`config.mk`:
```
export PLATFORM = sky130hd
export DESIGN_NAME = lbam_top
export DESIGN_NICKNAME = d
export VERILOG_FILES = /design/src/shared/lbam_pkg.sv /design/src/hw/lbam_top.sv /design/src/hw/lbam_bucket.sv
export VERILOG_INCLUDE_DIRS = /design/src /design/src/shared
export SDC_FILE = /design/constraint.sdc
export NUM_CORES = 1
export LEC_CHECK = 0
export BUFFER_PORTS_ARGS = -buffer_cell sky130_fd_sc_hd__buf_2
export CAP_MARGIN = 25
export CELL_PAD_IN_SITES_DETAIL_PLACEMENT = 0
export CELL_PAD_IN_SITES_GLOBAL_PLACEMENT = 2
export CORE_ASPECT_RATIO = 0.6
export CORE_MARGIN = 3
export CORE_UTILIZATION = 33
export DETAILED_ROUTE_END_ITERATION = 8
export PLACE_DENSITY = 0.89
export SLEW_MARGIN = 20
export SYNTH_ARGS = -nofsm -noshare
export SYNTH_HDL_FRONTEND = slang
export SYNTH_SLANG_ARGS = --single-unit
export TNS_END_PERCENT = 100
```
`constraint.sdc`:
```
create_clock -name clock -period 3.85 [get_ports clock]
set_clock_uncertainty 0.05 [all_clocks]
set_input_delay 0 -clock clock [delete_from_list [all_inputs] [get_ports clock]]
set_output_delay 0 -clock clock [all_outputs]
set_load 0.03 [all_outputs]
```
`src/shared/lbam_params.svh`:
```
`ifndef LBAM_PARAMS_SVH
`define LBAM_PARAMS_SVH

// register indices as printed; byte address is four times the index
`define LBAM_IDX_CEILING      8'h52
`define LBAM_IDX_LEAK         8'h53
`define LBAM_IDX_UPPER        8'h50
`define LBAM_IDX_LOWER        8'h51
`define LBAM_IDX_STATUS       8'h60
`define LBAM_IDX_MASK         8'h61
`define LBAM_IDX_LEVEL        8'h62
`define LBAM_IDX_CTRL         8'h63

// reset values
`define LBAM_RST_CEILING      8'h08
`define LBAM_RST_LEAK         8'h01
`define LBAM_RST_UPPER        8'h06
`define LBAM_RST_LOWER        8'h04
`define LBAM_RST_MASK         8'h00
`define LBAM_RST_CTRL         8'h00

// field positions
`define LBAM_LEAK_LSB         0
`define LBAM_LEAK_MSB         1
`define LBAM_ST_RAISE         0
`define LBAM_ST_CLEAR         1
`define LBAM_ST_SAT           2
`define LBAM_LVL_ALARM        8
`define LBAM_CTRL_START       0

// timing: one monitoring cycle
`define LBAM_CYCLE_MS         128
`define LBAM_CLK_MHZ          100
`define LBAM_CYCLE_CLKS       (`LBAM_CYCLE_MS * 1000 * `LBAM_CLK_MHZ)

`endif

```
`src/shared/lbam_pkg.sv`:
```
package lbam_pkg;
    typedef enum logic [1:0] {LBAM_AXI_IDLE, LBAM_AXI_WRESP, LBAM_AXI_RDATA} lbam_axi_e;
    typedef logic [7:0] lbam_byte_t;
endpackage

```
`src/hw/lbam_top.sv`:
```
// Register access over AXI4-Lite was chosen for this implementation.
`timescale 1ns/10ps
`include "lbam_params.svh"

// Summary of operation
// RULE_01: judge input once every 128 ms cycle
// RULE_02: failed or erratic cycle adds one
// RULE_03: leak one per 1/2/4/8 clean cycles
// RULE_04: count saturates at programmed ceiling
// RULE_05: floor at zero; bad cycle restarts leak
// RULE_06: reaching upper threshold raises alarm
// RULE_07: falling to lower threshold clears alarm
module lbam_top
#(
    parameter int unsigned CYCLE_CLKS = `LBAM_CYCLE_CLKS
)
(
    // clock and reset
    input  wire logic        clock,
    input  wire logic        rst,
    // monitored input quality, asynchronous
    input  wire logic        ref_fail,
    input  wire logic        ref_erratic,
    // axi4-lite write address
    input  wire logic [11:0] s_axi_awaddr,
    input  wire logic        s_axi_awvalid,
    output logic             s_axi_awready,
    // axi4-lite write data
    input  wire logic [31:0] s_axi_wdata,
    input  wire logic [3:0]  s_axi_wstrb,
    input  wire logic        s_axi_wvalid,
    output logic             s_axi_wready,
    // axi4-lite write response
    output logic [1:0]       s_axi_bresp,
    output logic             s_axi_bvalid,
    input  wire logic        s_axi_bready,
    // axi4-lite read address
    input  wire logic [11:0] s_axi_araddr,
    input  wire logic        s_axi_arvalid,
    output logic             s_axi_arready,
    // axi4-lite read data
    output logic [31:0]      s_axi_rdata,
    output logic [1:0]       s_axi_rresp,
    output logic             s_axi_rvalid,
    input  wire logic        s_axi_rready,
    // alarm and interrupt
    output logic             activity_alarm,
    output logic             irq
);
    typedef struct packed {
        logic [1:0]  fail_sync;
        logic [1:0]  err_sync;
        logic [31:0] tmr;
        logic        tick;
        logic        seen_bad;
        logic        bad_cyc;
        logic [7:0]  ceiling;
        logic [7:0]  leak;
        logic [7:0]  upper;
        logic [7:0]  lower;
        logic [2:0]  status;
        logic [2:0]  mask;
        logic        aw_got;
        logic [11:0] aw_addr;
        logic        w_got;
        logic [31:0] w_data;
        logic [3:0]  w_strb;
        logic        bvalid;
        logic [1:0]  bresp;
        logic        rvalid;
        logic [1:0]  rresp;
        logic [31:0] rdata;
        logic        alarm;
        logic        irq;
        logic        aw_rdy;
        logic        w_rdy;
        logic        ar_rdy;
    } lbam_top_s;

    lbam_top_s s_q;
    lbam_top_s s_d;

    logic [7:0] level;
    logic       b_alarm;
    logic       raise_p;
    logic       clear_p;
    logic       sat_p;
    logic [2:0] ev;

    assign ev = {sat_p, clear_p, raise_p};

    lbam_bucket u_bucket
    (
        .clock       (clock),
        .rst         (rst),
        .tick        (s_q.tick),
        .bad         (s_q.bad_cyc),
        .ceiling     (s_q.ceiling),
        .leak_sel    (s_q.leak[`LBAM_LEAK_MSB:`LBAM_LEAK_LSB]),
        .upper       (s_q.upper),
        .lower       (s_q.lower),
        .level       (level),
        .alarm       (b_alarm),
        .raise_pulse (raise_p),
        .clear_pulse (clear_p),
        .sat_pulse   (sat_p)
    );

    // register index from a byte address; low two bits ignored
    function automatic logic [9:0] idx(input logic [11:0] a);
        idx = a[11:2];
    endfunction

    // readback mux; unmapped reads give zero with slverr
    function automatic logic [32:0] rd(input lbam_top_s s, input logic [9:0] i, input logic [7:0] lv,
                                       input logic al);
        rd = {1'b0, 32'h0000_0000};
        if (i == 10'(`LBAM_IDX_CEILING))
            rd[7:0] = s.ceiling;
        else if (i == 10'(`LBAM_IDX_LEAK))
            rd[7:0] = s.leak;
        else if (i == 10'(`LBAM_IDX_UPPER))
            rd[7:0] = s.upper;
        else if (i == 10'(`LBAM_IDX_LOWER))
            rd[7:0] = s.lower;
        else if (i == 10'(`LBAM_IDX_STATUS))
            rd[2:0] = s.status;
        else if (i == 10'(`LBAM_IDX_MASK))
            rd[2:0] = s.mask;
        else if (i == 10'(`LBAM_IDX_LEVEL))
            rd[8:0] = {al, lv};
        else
            rd[32] = 1'b1;
    endfunction

    // whole-block next state
    always_comb
    begin
        logic [9:0]  wi;
        logic [32:0] r;
        logic [2:0]  w1c;
        wi  = '0;
        r   = '0;
        w1c = 3'h0;
        s_d = s_q;

        // pins pass two flops before use
        s_d.fail_sync = {s_q.fail_sync[0], ref_fail};
        s_d.err_sync  = {s_q.err_sync[0], ref_erratic};

        // monitoring cycle timebase; any bad sample latches for the cycle
        s_d.tick = 1'b0;
        if (s_q.tmr >= CYCLE_CLKS - 1)
        begin
            s_d.tmr      = 32'h0000_0000;
            s_d.tick     = 1'b1; // RULE_01
            s_d.bad_cyc  = s_q.seen_bad | s_q.fail_sync[1] | s_q.err_sync[1];
            s_d.seen_bad = 1'b0;
        end
        else
        begin
            s_d.tmr      = s_q.tmr + 32'h0000_0001;
            s_d.seen_bad = s_q.seen_bad | s_q.fail_sync[1] | s_q.err_sync[1]; // RULE_01
        end

        // write channels taken in either order
        if (s_axi_awvalid && !s_q.aw_got && !s_q.bvalid)
        begin
            s_d.aw_got  = 1'b1;
            s_d.aw_addr = s_axi_awaddr;
        end
        if (s_axi_wvalid && !s_q.w_got && !s_q.bvalid)
        begin
            s_d.w_got  = 1'b1;
            s_d.w_data = s_axi_wdata;
            s_d.w_strb = s_axi_wstrb;
        end
        if (s_q.aw_got && s_q.w_got)
        begin
            wi          = idx(s_q.aw_addr);
            s_d.aw_got  = 1'b0;
            s_d.w_got   = 1'b0;
            s_d.bvalid  = 1'b1;
            s_d.bresp   = 2'h0;
            if (s_q.w_strb[0])
            begin
                if (wi == 10'(`LBAM_IDX_CEILING))
                    s_d.ceiling = s_q.w_data[7:0];
                else if (wi == 10'(`LBAM_IDX_LEAK))
                    s_d.leak = {6'h00, s_q.w_data[1:0]};
                else if (wi == 10'(`LBAM_IDX_UPPER))
                    s_d.upper = s_q.w_data[7:0];
                else if (wi == 10'(`LBAM_IDX_LOWER))
                    s_d.lower = s_q.w_data[7:0];
                else if (wi == 10'(`LBAM_IDX_STATUS))
                    w1c = s_q.w_data[2:0];
                else if (wi == 10'(`LBAM_IDX_MASK))
                    s_d.mask = s_q.w_data[2:0];
                else if (wi != 10'(`LBAM_IDX_LEVEL))
                    s_d.bresp = 2'h2;
            end
        end
        if (s_q.bvalid && s_axi_bready)
            s_d.bvalid = 1'b0;

        // read: answer one cycle after the address
        if (s_axi_arvalid && !s_q.rvalid)
        begin
            r          = rd(s_q, idx(s_axi_araddr), level, b_alarm);
            s_d.rvalid = 1'b1;
            s_d.rdata  = r[31:0];
            s_d.rresp  = r[32] ? 2'h2 : 2'h0;
        end
        else if (s_q.rvalid && s_axi_rready)
            s_d.rvalid = 1'b0;

        // sticky events, set wins over write-one-clear
        s_d.status = (s_q.status & ~w1c) | ev;
        s_d.irq    = |(s_d.status & s_q.mask);
        s_d.alarm  = b_alarm; // RULE_06 RULE_07
        // readies from the next state, so each bus port leaves a flop
        s_d.aw_rdy = !s_d.aw_got && !s_d.bvalid;
        s_d.w_rdy  = !s_d.w_got && !s_d.bvalid;
        s_d.ar_rdy = !s_d.rvalid;
    end

    always_ff @(posedge clock)
    begin
        if (rst)
        begin
            s_q         <= '0;
            s_q.ceiling <= `LBAM_RST_CEILING;
            s_q.leak    <= `LBAM_RST_LEAK;
            s_q.upper   <= `LBAM_RST_UPPER;
            s_q.lower   <= `LBAM_RST_LOWER;
            s_q.aw_rdy  <= 1'b1;
            s_q.w_rdy   <= 1'b1;
            s_q.ar_rdy  <= 1'b1;
        end
        else
            s_q <= s_d;
    end

    assign s_axi_awready  = s_q.aw_rdy;
    assign s_axi_wready   = s_q.w_rdy;
    assign s_axi_bvalid   = s_q.bvalid;
    assign s_axi_bresp    = s_q.bresp;
    assign s_axi_arready  = s_q.ar_rdy;
    assign s_axi_rvalid   = s_q.rvalid;
    assign s_axi_rdata    = s_q.rdata;
    assign s_axi_rresp    = s_q.rresp;
    assign activity_alarm = s_q.alarm;
    assign irq            = s_q.irq;
endmodule // lbam_top

```
`src/hw/lbam_bucket.sv`:
```
`timescale 1ns/10ps
`include "lbam_params.svh"

// leaky bucket accumulator with saturation, leak divider and alarm hysteresis
module lbam_bucket
(
    // clock and reset
    input  wire logic               clock,
    input  wire logic               rst,
    // one pulse per monitoring cycle and its verdict
    input  wire logic               tick,
    input  wire logic               bad,
    // configuration
    input  wire lbam_pkg::lbam_byte_t ceiling,
    input  wire logic [1:0]         leak_sel,
    input  wire lbam_pkg::lbam_byte_t upper,
    input  wire lbam_pkg::lbam_byte_t lower,
    // state
    output logic [7:0]              level,
    output logic                    alarm,
    output logic                    raise_pulse,
    output logic                    clear_pulse,
    output logic                    sat_pulse
);
    typedef struct packed {
        logic [7:0] level;
        logic [2:0] clean;
        logic       alarm;
        logic       raise_p;
        logic       clear_p;
        logic       sat_p;
    } lbam_bkt_s;

    lbam_bkt_s s_q;
    lbam_bkt_s s_d;
    logic [3:0] span;

    // clean cycles per leak step: 1, 2, 4 or 8
    assign span = 4'h1 << leak_sel; // RULE_03

    // next-state of the bucket
    always_comb
    begin
        s_d         = s_q;
        s_d.raise_p = 1'b0;
        s_d.clear_p = 1'b0;
        s_d.sat_p   = 1'b0;
        if (tick)
        begin
            if (bad)
            begin
                s_d.clean = 3'h0; // RULE_05
                if (s_q.level < ceiling)
                    s_d.level = s_q.level + 8'h01; // RULE_02
                else
                begin
                    s_d.level = ceiling; // RULE_04
                    s_d.sat_p = 1'b1;
                end
            end
            else if ({1'b0, s_q.clean} + 4'h1 >= span)
            begin
                s_d.clean = 3'h0; // RULE_03
                if (s_q.level != 8'h00)
                    s_d.level = s_q.level - 8'h01; // RULE_05
            end
            else
                s_d.clean = s_q.clean + 3'h1;
        end
        // hysteresis; checked on the new level
        if (!s_q.alarm && s_d.level >= upper)
        begin
            s_d.alarm   = 1'b1; // RULE_06
            s_d.raise_p = 1'b1;
        end
        else if (s_q.alarm && s_d.level <= lower)
        begin
            s_d.alarm   = 1'b0; // RULE_07
            s_d.clear_p = 1'b1;
        end
    end

    always_ff @(posedge clock)
    begin
        if (rst)
            s_q <= '0;
        else
            s_q <= s_d;
    end

    assign level       = s_q.level;
    assign alarm       = s_q.alarm;
    assign raise_pulse = s_q.raise_p;
    assign clear_pulse = s_q.clear_p;
    assign sat_pulse   = s_q.sat_p;
endmodule // lbam_bucket

```
==> flow_summary_export.csv, run 1 <==
group,metric,value,unit
timing,rsz0062_at_grt,"false",
grt,use_met1,0.280,
synth,synth_cells,752,
critical_path,crit_type,"reg2reg",
synth,synthDistinctLibCells,63,
detailed_routing,finalWirelength,16100,um
hold_path,whs_endpoint,"s_q[129]",
critical_path,crit_start,"u_bucket.level[0]",
timing,maxSlewViolCount,0,
synth,synth.avg_cell_area,8.50,sq um
floorplan,initial_core_util,0.345,
layout,final_cell_mix,"dfxtp_1 (125), nor2_1 (107), nand2_1 (67)",
grt,gr-usage-met3,0.0468,
synth,synth_seq_area_share,0.391,
pwr,p_int,2.59,mW
timing,final-hold-violation-count,0,
critical_path,reg2reg_from,"u_bucket.level[0]",
critical_path,rr_endpoint,"u_bucket.alarm",
clocking,clock_path_buffers,2,
layout,layout.nets,930,
pwr,p_sw,1.10,mW
layout,fin_cells,1082,
floorplan,io_pins,112,
synth,synth-seq-cells,125,
synth,ys_warn_count,0,
pwr,ir_worst_vdd,0.331,mV
grt,gr-usage-met2,0.182,
synth,synthArstFlopShare,0,
critical_path,end_kind,"flop",
hold_path,hold_path_depth,2,
layout,n_antenna_cell,0,
floorplan,dieArea,0.0211,sq mm
timing,fmax,0.287,GHz
grt,grt_pass1_vias,4838,
clocking,cts_tree,"done",
timing,relSlewSlack,0.342,
timing,tightest_slew,983,ps
place,dp_hpwl,12100,um
critical_path,rrSetupSlack,360,ps
floorplan,rows,38,
detailed_routing,drtIter0Drc,471,
pwr,power_density,483,mW/mm^2
hold_path,hp-class,"in2reg",
floorplan,coreArea,0.0185,sq mm
detailed_routing,wl_per_cell,14.9,um
place,place_inst,1023,
detailed_routing,firstDrtPassIters,5,
clocking,clock_latency,420,ps
clocking,root_buffer,"clkbuf_16",
synth,synth-main-ff-cell,"dfxtp_1",
pwr,swShare,0.298,
timing,fin_crit_sh,0.905,
clocking,cts_buffers,17,
critical_path,cp_cell_sequence,"inv_1 -> ha_1 -> and4_1 -> nor3_1 -> mux2i_1 -> o221a_2 -> ha_1 -> nand2b_1 -> a21o_1 -> a21o_1 -> a21oi_1 -> o211a_1 -> o32ai_1",
grt,grt_max_degree,65,
place,portBuffers,55,
synth,synth_edf_count,0,
synth,syn_area,0.00639,sq mm
status,status,"complete, no violations",
timing,setup_violations,0,
timing,setup_tns,0,ps
critical_path,crit_fanout,8,
layout,seq_area,0.00250,sq mm
layout,multi_input_comb_area,0.00346,sq mm
grt,grt_pass1_wl,26600,um
layout,fill_cells,1898,
grt,antenna_found_initial,0,
floorplan,die_y,114,um
clocking,cts_max_level,4,
pwr,p_seq_frac,0.388,
clocking,clk_pin_slew,60,ps
detailed_routing,num_vias,5235,
critical_path,r2r.worst_path.cells,13,
critical_path,cpPeakStageDelay,540,ps
timing,layout_min_cycle_time,3490,ps
grt,grt_util_all_layers,0.162,
critical_path,cp.arrival,3740,ps
grt,grt_overflow,0,
run,max_cap_violations,0,
layout,layout-drive-gt1-share,0.139,
clocking,numClockSinks,125,
pwr,p_leak,3.08,nW
critical_path,startpoint_type,"flop",
critical_path,cp.required,4100,ps
detailed_routing,drc_errors,0,
floorplan,die_w,186,um
clocking,post_cts_buffers,0,
pwr,share_comb_of_total_power,0.170,
hold_path,hold_start,"rst",
detailed_routing,routed_via_density,4.84,
grt,busiest_layer,"met1",
pwr,clkPwrFrac,0.442,
place,place_congestion,0.864,
critical_path,cpMaxStageDelayCell,"dfxtp_1",
layout,area_growth_syn_to_layout,19.5,%
detailed_routing,ant_nets,0,
layout,final_common_cell,"dfxtp_1",
-- state kept, by name, summed over array words and instances (netlist names), 2 cells and up --
register,flops
s_q,90
s_axi_rdata,9
u_bucket.level,8
u_bucket.s_q,3
s_d,2
-- routing by layer --
| metal | up-vias | share of wire |
|---|---|---|
| met5 | - | 0 |
| met4 | 0 | 0.0041 |
| met3 | 4 | 0.068 |
| met2 | 148 | 0.33 |
| met1 | 2392 | 0.60 |
| li1 | 2691 | - |
-- critical path, delay by kind of cell, from the launching register on --
family                     cells  cell delay, ps
DFF                            1             540
AOI/OAI and AO/OA              6            1030
and+or+nand+nor                3             790
muxes                          1             230
adders and majority gates      2             550
buffers and inverters          1             190
-- cell families (layout without fill, tap and decap cells) --
group                      Yosys count  in the layout  share of synthesized area
buffers and inverters              106            164                     0.0877
other                                1             33                   0.000587
muxes                               44             44                     0.0695
adders and majority gates           32             32                     0.0626
DFF                                125            125                      0.391
xor gates and xnor gates            29             29                     0.0397
AOI/OAI and AO/OA                  115            115                      0.124
and+or+nand+nor                    300            300                      0.224
-- what timing repair did --
item | CTS | global route
gates resized for setup | 0 | 0
hold buffers | 27 | 0
hold endpoints to repair | 27 | 0
endpoints found under the setup margin | 0 | 0
-- Yosys cell counts, drive strengths merged (6+ instances only) --
| cell type | count | area, sq um |
|---|---|---|
| ha | 32 | 400 |
| o21ai | 16 | 80.1 |
| and3 | 7 | 43.8 |
| xnor2 | 20 | 175 |
| inv | 40 | 150 |
| nand2b | 8 | 50.1 |
| clkbuf | 21 | 78.8 |
| nor3 | 26 | 153 |
| xor2 | 9 | 78.8 |
| a221oi | 7 | 61.3 |
| buf | 45 | 332 |
| a22o | 6 | 52.6 |
| dfxtp | 125 | 2500 |
| nor2b | 14 | 87.6 |
| mux2i | 41 | 410 |
| a21oi | 37 | 185 |
| nand4 | 9 | 56.3 |
| nand2 | 67 | 251 |
| nand3 | 27 | 135 |
| nor4 | 6 | 37.5 |
| nor2 | 117 | 464 |
-- cell type report --
cell class / count / area share
sequential: 125 / 0.327
tap: 240 / 0.0393
clock buffer: 17 / 0.0557
multi-input combinational: 553 / 0.452
clock inverter: 15 / 0.0231
inverter: 40 / 0.0196
timing repair buffer: 92 / 0.0828
-- worst max path at each step --
| stage | to |
|---|---|
| final | u_bucket.alarm |
| after global placement | u_bucket.alarm |
| after CTS | u_bucket.alarm |
| after floorplan | u_bucket.alarm |
| after detailed placement | u_bucket.alarm |
| after global routing | u_bucket.alarm |
-- power groups by stage --
| stage | combinational (mW) | sequential, mW | clock (mW) |
|---|---|---|---|
| 6_report | 0.628 | 1.43 | 1.63 |
| 5_1_grt | 0.705 | 1.44 | 1.74 |
| 4_1_cts | 0.624 | 1.43 | 1.67 |
| 3_5_place_dp | 0.600 | 1.46 | 0 |
| 3_3_place_gp | 0.596 | 1.46 | 0 |
| 2_1_floorplan | 0.464 | 1.44 | 0 |
-- stage by stage --
stage	hold WS [ps]	utilization	worst slack, ps	power, mW	area, sq um
2_1_floorplan	78.2	-	749	1.91	6510
3_3_place_gp	166	0.365	402	2.06	6770
3_5_place_dp	171	0.365	408	2.06	6770
4_1_cts	5.00	0.412	366	3.73	7640
5_1_grt	35.7	0.412	79.5	3.88	7640
6_report	13.3	0.412	364	3.69	7640
No activity file was read; power rests on OpenSTA's default activity.
==> run 2, diff against run 1 <==
Settings changed: ABC_CLOCK_PERIOD_IN_PS set to 3620.
Clock period 3.85 ns to 3.62 ns, I/O delays scaled along.
==> flow_summary_export.csv, run 2 (synthesized netlist as in run 1, its figures left out) <==
group,metric,value,unit
critical_path,crit_type,"reg2reg",
critical_path,cp_top_family,"compound AO/OA/AOI/OAI gates",
critical_path,end_kind,"flop",
timing,fin_crit_sh,0.930,
detailed_routing,routed_via_density,4.91,
timing,rsz0062_at_grt,"false",
detailed_routing,wl_per_cell,15.2,um
layout,final_common_cell,"dfxtp_1",
floorplan,die_y,114,um
clocking,cts_tree,"done",
timing,setup_tns,0,ps
pwr,ir_worst_vdd,0.326,mV
layout,final_area,0.00774,sq mm
detailed_routing,num_vias,5381,
grt,grt_overflow,0,
timing,tightest_slew,999,ps
run,max_cap_violations,0,
pwr,p_leak,3.14,nW
critical_path,crit_path_frequent_cell,"ha_1",
layout,fin_cells,1096,
critical_path,crit_start,"u_bucket.s_q[4]",
status,status,"complete, no violations",
critical_path,startpoint_type,"flop",
clocking,post_cts_buffers,0,
timing,maxSlewViolCount,0,
detailed_routing,finalWirelength,16700,um
hold_path,hold_start,"s_axi_araddr[7]",
clocking,root_buffer,"clkbuf_16",
grt,antenna_found_initial,0,
place,dp_slack,204,ps
grt,grt_pass1_wl,26800,um
grt,grt_pass1_vias,4787,
place,place_inst,1033,
critical_path,cp.required,3880,ps
pwr,clkPwrFrac,0.420,
floorplan,die_w,186,um
timing,final.setup.worst_slack,252,ps
clocking,cts_max_level,4,
critical_path,cp_cell_sequence,"ha_1 -> xor2_1 -> ha_1 -> o21a_1 -> nor2_4 -> nor3_2 -> mux2i_1 -> o221a_2 -> ha_1 -> nand2b_1 -> a21o_1 -> a21o_1 -> a21oi_1 -> o211a_1 -> o32ai_1",
clocking,clock_path_buffers,2,
pwr,swShare,0.310,
floorplan,coreArea,0.0185,sq mm
layout,final_cell_mix,"dfxtp_1 (125), nor2_1 (105), nand2_1 (67)",
pwr,p_sw,1.20,mW
floorplan,dieArea,0.0211,sq mm
grt,grt_max_degree,71,
pwr,p_int,2.67,mW
clocking,cts_buffers,17,
hold_path,hp-class,"in2reg",
layout,n_antenna_cell,0,
floorplan,io_pins,112,
critical_path,cp_num_buf_inv,0,
detailed_routing,drc_errors,0,
timing,final-hold-violation-count,0,
critical_path,cpMaxStageDelayCell,"dfxtp_1",
layout,area_growth_syn_to_layout,21.1,%
floorplan,rows,38,
place,portBuffers,55,
pwr,share_comb_of_total_power,0.187,
place,post_dp_cell_area,0.00685,sq mm
clocking,numClockSinks,125,
timing,fmax,0.297,GHz
timing,relSlewSlack,0.329,
critical_path,cp.arrival,3630,ps
clocking,clock_latency,430,ps
timing,setup_violations,0,
pwr,p_seq_frac,0.393,
detailed_routing,drtIter0Drc,422,
detailed_routing,firstDrtPassIters,6,
layout,layout-drive-gt1-share,0.152,
timing,holdWs,59.8,ps
place,place_congestion,0.828,
layout,fin_util,0.418,
pwr,power,3.87,mW
detailed_routing,ant_nets,0,
layout,top_register,"s_q",
layout,layout.nets,944,
layout,largest_register_ff_count,90,
place,dp_hpwl,12300,um
grt,grt_util_all_layers,0.165,
timing,layout_min_cycle_time,3370,ps
critical_path,crit_fanout,5,
floorplan,initial_core_util,0.345,
critical_path,cpPeakStageDelay,390,ps
critical_path,reg2reg_from,"u_bucket.s_q[4]",
pwr,power_density,500,mW/mm^2
clocking,clk_pin_slew,60,ps
run 2: cell type report:
type                       instances  area [sq um]
fill                            1878         10800
tap                              240           300
clock buffer                      18           439
clock inverter                    14           121
inverter                          40           150
sequential                       125          2500
timing repair buffer             106           748
multi-input combinational        553          3480
run 2: metal layers:
| layer | global-route usage | part of all wire | routed length (um) | vias to the layer above |
|---|---|---|---|---|
| met4 | 0.0560 | 0.0072 | 121 | 0 |
| met2 | 0.185 | 0.33 | 5600 | 191 |
| met1 | 0.284 | 0.57 | 9600 | 2453 |
| met3 | 0.0382 | 0.083 | 1400 | 14 |
| met5 | 0 | 0 | 0 | - |
| li1 | - | - | - | 2723 |
run 2: power by group through the flow:
stage	Clock (mW)	Sequential, mW	Combinational (mW)
2_1_floorplan	0	1.53	0.494
5_1_grt	1.72	1.53	0.801
3_5_place_dp	0	1.55	0.676
4_1_cts	1.66	1.52	0.707
6_report	1.62	1.52	0.725
3_3_place_gp	0	1.55	0.677
run 2: final timing paths:
check                        end  slack, ps  cells past startpoint
hold reg to reg   s_axi_bresp[1]        400                      2
setup / recovery  u_bucket.alarm        250                     15
hold / removal    s_axi_rresp[1]         60                      5
setup reg to reg  u_bucket.alarm        250                     15
run 2: worst min-delay path: cells and delay by family:
family,cells,cell delay (ps)
and+or+nand+nor,3,250
buffers and inverters,1,90
AOI/OAI and AO/OA,1,140
run 2: what timing repair did:
item / in CTS / in global routing
endpoints found under the setup margin: 0 / 3
hold endpoints to repair: 32 / 0
hold buffers: 31 / 0
resized for setup: 0 / 5
==> run 3, diff against run 2 <==
Settings changed: REMOVE_ABC_BUFFERS set to 1.
==> flow_summary_export.csv, run 3 (synthesized netlist as in run 1, its figures left out) <==
group,metric,value,unit
status,status,"complete, no violations",
clocking,root_buffer,"clkbuf_16",
detailed_routing,num_vias,5276,
timing,maxSlewViolCount,0,
detailed_routing,firstDrtPassIters,5,
pwr,share_comb_of_total_power,0.180,
critical_path,cp.required,3890,ps
pwr,p_int,2.85,mW
floorplan,die_y,114,um
grt,grt_max_degree,56,
detailed_routing,drc_errors,0,
place,place_congestion,0.813,
timing,setup_tns,0,ps
clocking,numClockSinks,125,
floorplan,initial_core_util,0.345,
timing,setup_violations,0,
grt,grt_pass1_wl,25900,um
floorplan,coreArea,0.0185,sq mm
timing,relSlewSlack,0.501,
timing,fin_crit_sh,0.907,
clocking,clock_path_buffers,2,
floorplan,rows,38,
detailed_routing,ant_nets,0,
pwr,p_sw,1.09,mW
floorplan,die_w,186,um
critical_path,startpoint_type,"flop",
timing,final-hold-violation-count,0,
critical_path,crit_fanout,7,
grt,grt_util_all_layers,0.156,
layout,seq_area,0.00250,sq mm
clocking,post_cts_buffers,0,
pwr,power_density,511,mW/mm^2
layout,fill_cells,1896,
floorplan,io_pins,112,
layout,area_growth_syn_to_layout,20.6,%
clocking,clock_latency,410,ps
pwr,p_seq_frac,0.386,
run,max_cap_violations,0,
detailed_routing,route.met2.wl,5660,um
timing,layout_min_cycle_time,3280,ps
timing,holdWs,21.4,ps
timing,tightest_slew,745,ps
critical_path,crit_type,"reg2reg",
timing,fmax,0.305,GHz
grt,antenna_found_initial,0,
pwr,swShare,0.277,
pwr,clkPwrFrac,0.434,
clocking,clk_pin_slew,60,ps
layout,layout-drive-gt1-share,0.151,
critical_path,cp.arrival,3550,ps
hold_path,hp-class,"in2reg",
clocking,cts_buffers,17,
grt,grt_overflow,0,
detailed_routing,met3_length,1220,um
layout,final_cell_mix,"dfxtp_1 (125), nor2_1 (105), nand2_1 (67)",
place,portBuffers,55,
critical_path,end_kind,"flop",
detailed_routing,wl_met1,9040,um
detailed_routing,drtIter0Drc,435,
detailed_routing,highest_layer,"met4",
detailed_routing,wl_per_cell,14.7,um
pwr,ir_worst_vdd,0.357,mV
clocking,cts_max_level,4,
detailed_routing,finalWirelength,16000,um
timing,rsz0062_at_grt,"false",
layout,n_antenna_cell,0,
pwr,p_leak,3.13,nW
floorplan,dieArea,0.0211,sq mm
detailed_routing,routed_via_density,4.84,
grt,grt_pass1_vias,4857,
layout,largest_register_ff_count,90,
place,dp_hpwl,11800,um
layout,layout.nets,941,
clocking,cts_tree,"done",
layout,top_register,"s_q",
layout,final_common_cell,"dfxtp_1",
layout,multi_input_comb_area,0.00348,sq mm
==> run 3: cell types whose count changed in the layout (fill, tap and decap cells not counted), moves of 2 or more <==
cell | previous run | this run
inv_6 | 7 | 0
dlygate4sd3_1 | 31 | 25
buf_4 | 19 | 23
bufinv_16 | 0 | 3
clkinv_2 | 1 | 4
clkbuf_1 | 0 | 2
clkinv_4 | 2 | 0
inv_8 | 2 | 0
==> run 3: path summary, 6_finish.rpt <==
kind | from | endpoint | slack [ps] | depth (start not counted)
setup / recovery | u_bucket.s_q[4] | u_bucket.alarm | 340 | 15
hold / removal | s_axi_araddr[9] | s_axi_rresp[1] | 20 | 5
setup reg to reg | u_bucket.s_q[4] | u_bucket.alarm | 340 | 15
hold reg to reg | s_d[169] | s_q[169] | 390 | 1
==> run 3: power by group through the flow <==
stage / sequential (mW) / clock [mW] / combinational, mW
final: 1.52 / 1.71 / 0.708
after global routing: 1.53 / 1.81 / 0.791
after floorplan: 1.55 / 0 / 0.418
after detailed placement: 1.55 / 0 / 0.668
after CTS: 1.52 / 1.74 / 0.694
after global placement: 1.55 / 0 / 0.666
==> run 3: metrics by stage <==
stage / cell area [sq um] / util / cells / setup WS (ps) / power (mW)
after floorplan: 6100 / - / 718 / 520 / 1.97
after global placement: 6860 / 0.370 / 1036 / 293 / 2.21
after detailed placement: 6860 / 0.370 / 1036 / 253 / 2.22
after CTS: 7680 / 0.414 / 1090 / 231 / 3.96
after global routing: 7710 / 0.416 / 1090 / 16.0 / 4.13
final: 7710 / 0.416 / 1090 / 337 / 3.94
==> run 3: repair_timing <==
| action | in CTS | in global routing |
|---|---|---|
| hold buffers | 25 | 0 |
| endpoints found under the hold margin | 28 | 0 |
| setup endpoints to repair | 0 | 3 |
| gates resized for setup | 0 | 5 |
==> run 3: critical path, stage by stage (launching register included) <==
cell       delay [ps]
dfxtp_1           320
ha_1              240
xor2_1            160
ha_1              290
o21a_1            170
nor2_2            250
nor2_2            130
nand3_1           130
mux2i_1           250
a31oi_1           150
ha_1              350
o21ai_0            90
a21oi_1           180
o21bai_1           80
o2bb2ai_1         140
o32ai_1           200
==> run 3: layout make-up <==
| class | instances | area share |
|---|---|---|
| Multi-Input combinational cell | 553 | 0.451 |
| Sequential cell | 125 | 0.325 |
| Timing Repair Buffer | 103 | 0.0906 |
| Clock buffer | 21 | 0.0597 |
| Tap cell | 240 | 0.0390 |
| Inverter | 40 | 0.0195 |
| Clock inverter | 8 | 0.0153 |
==> run 3: metal layers <==
| layer | vias up | GRT usage |
|---|---|---|
| li1 | 2699 | - |
| met1 | 2407 | 0.255 |
| met2 | 155 | 0.194 |
| met3 | 15 | 0.0453 |
| met4 | 0 | 0.0357 |
| met5 | - | 0 |
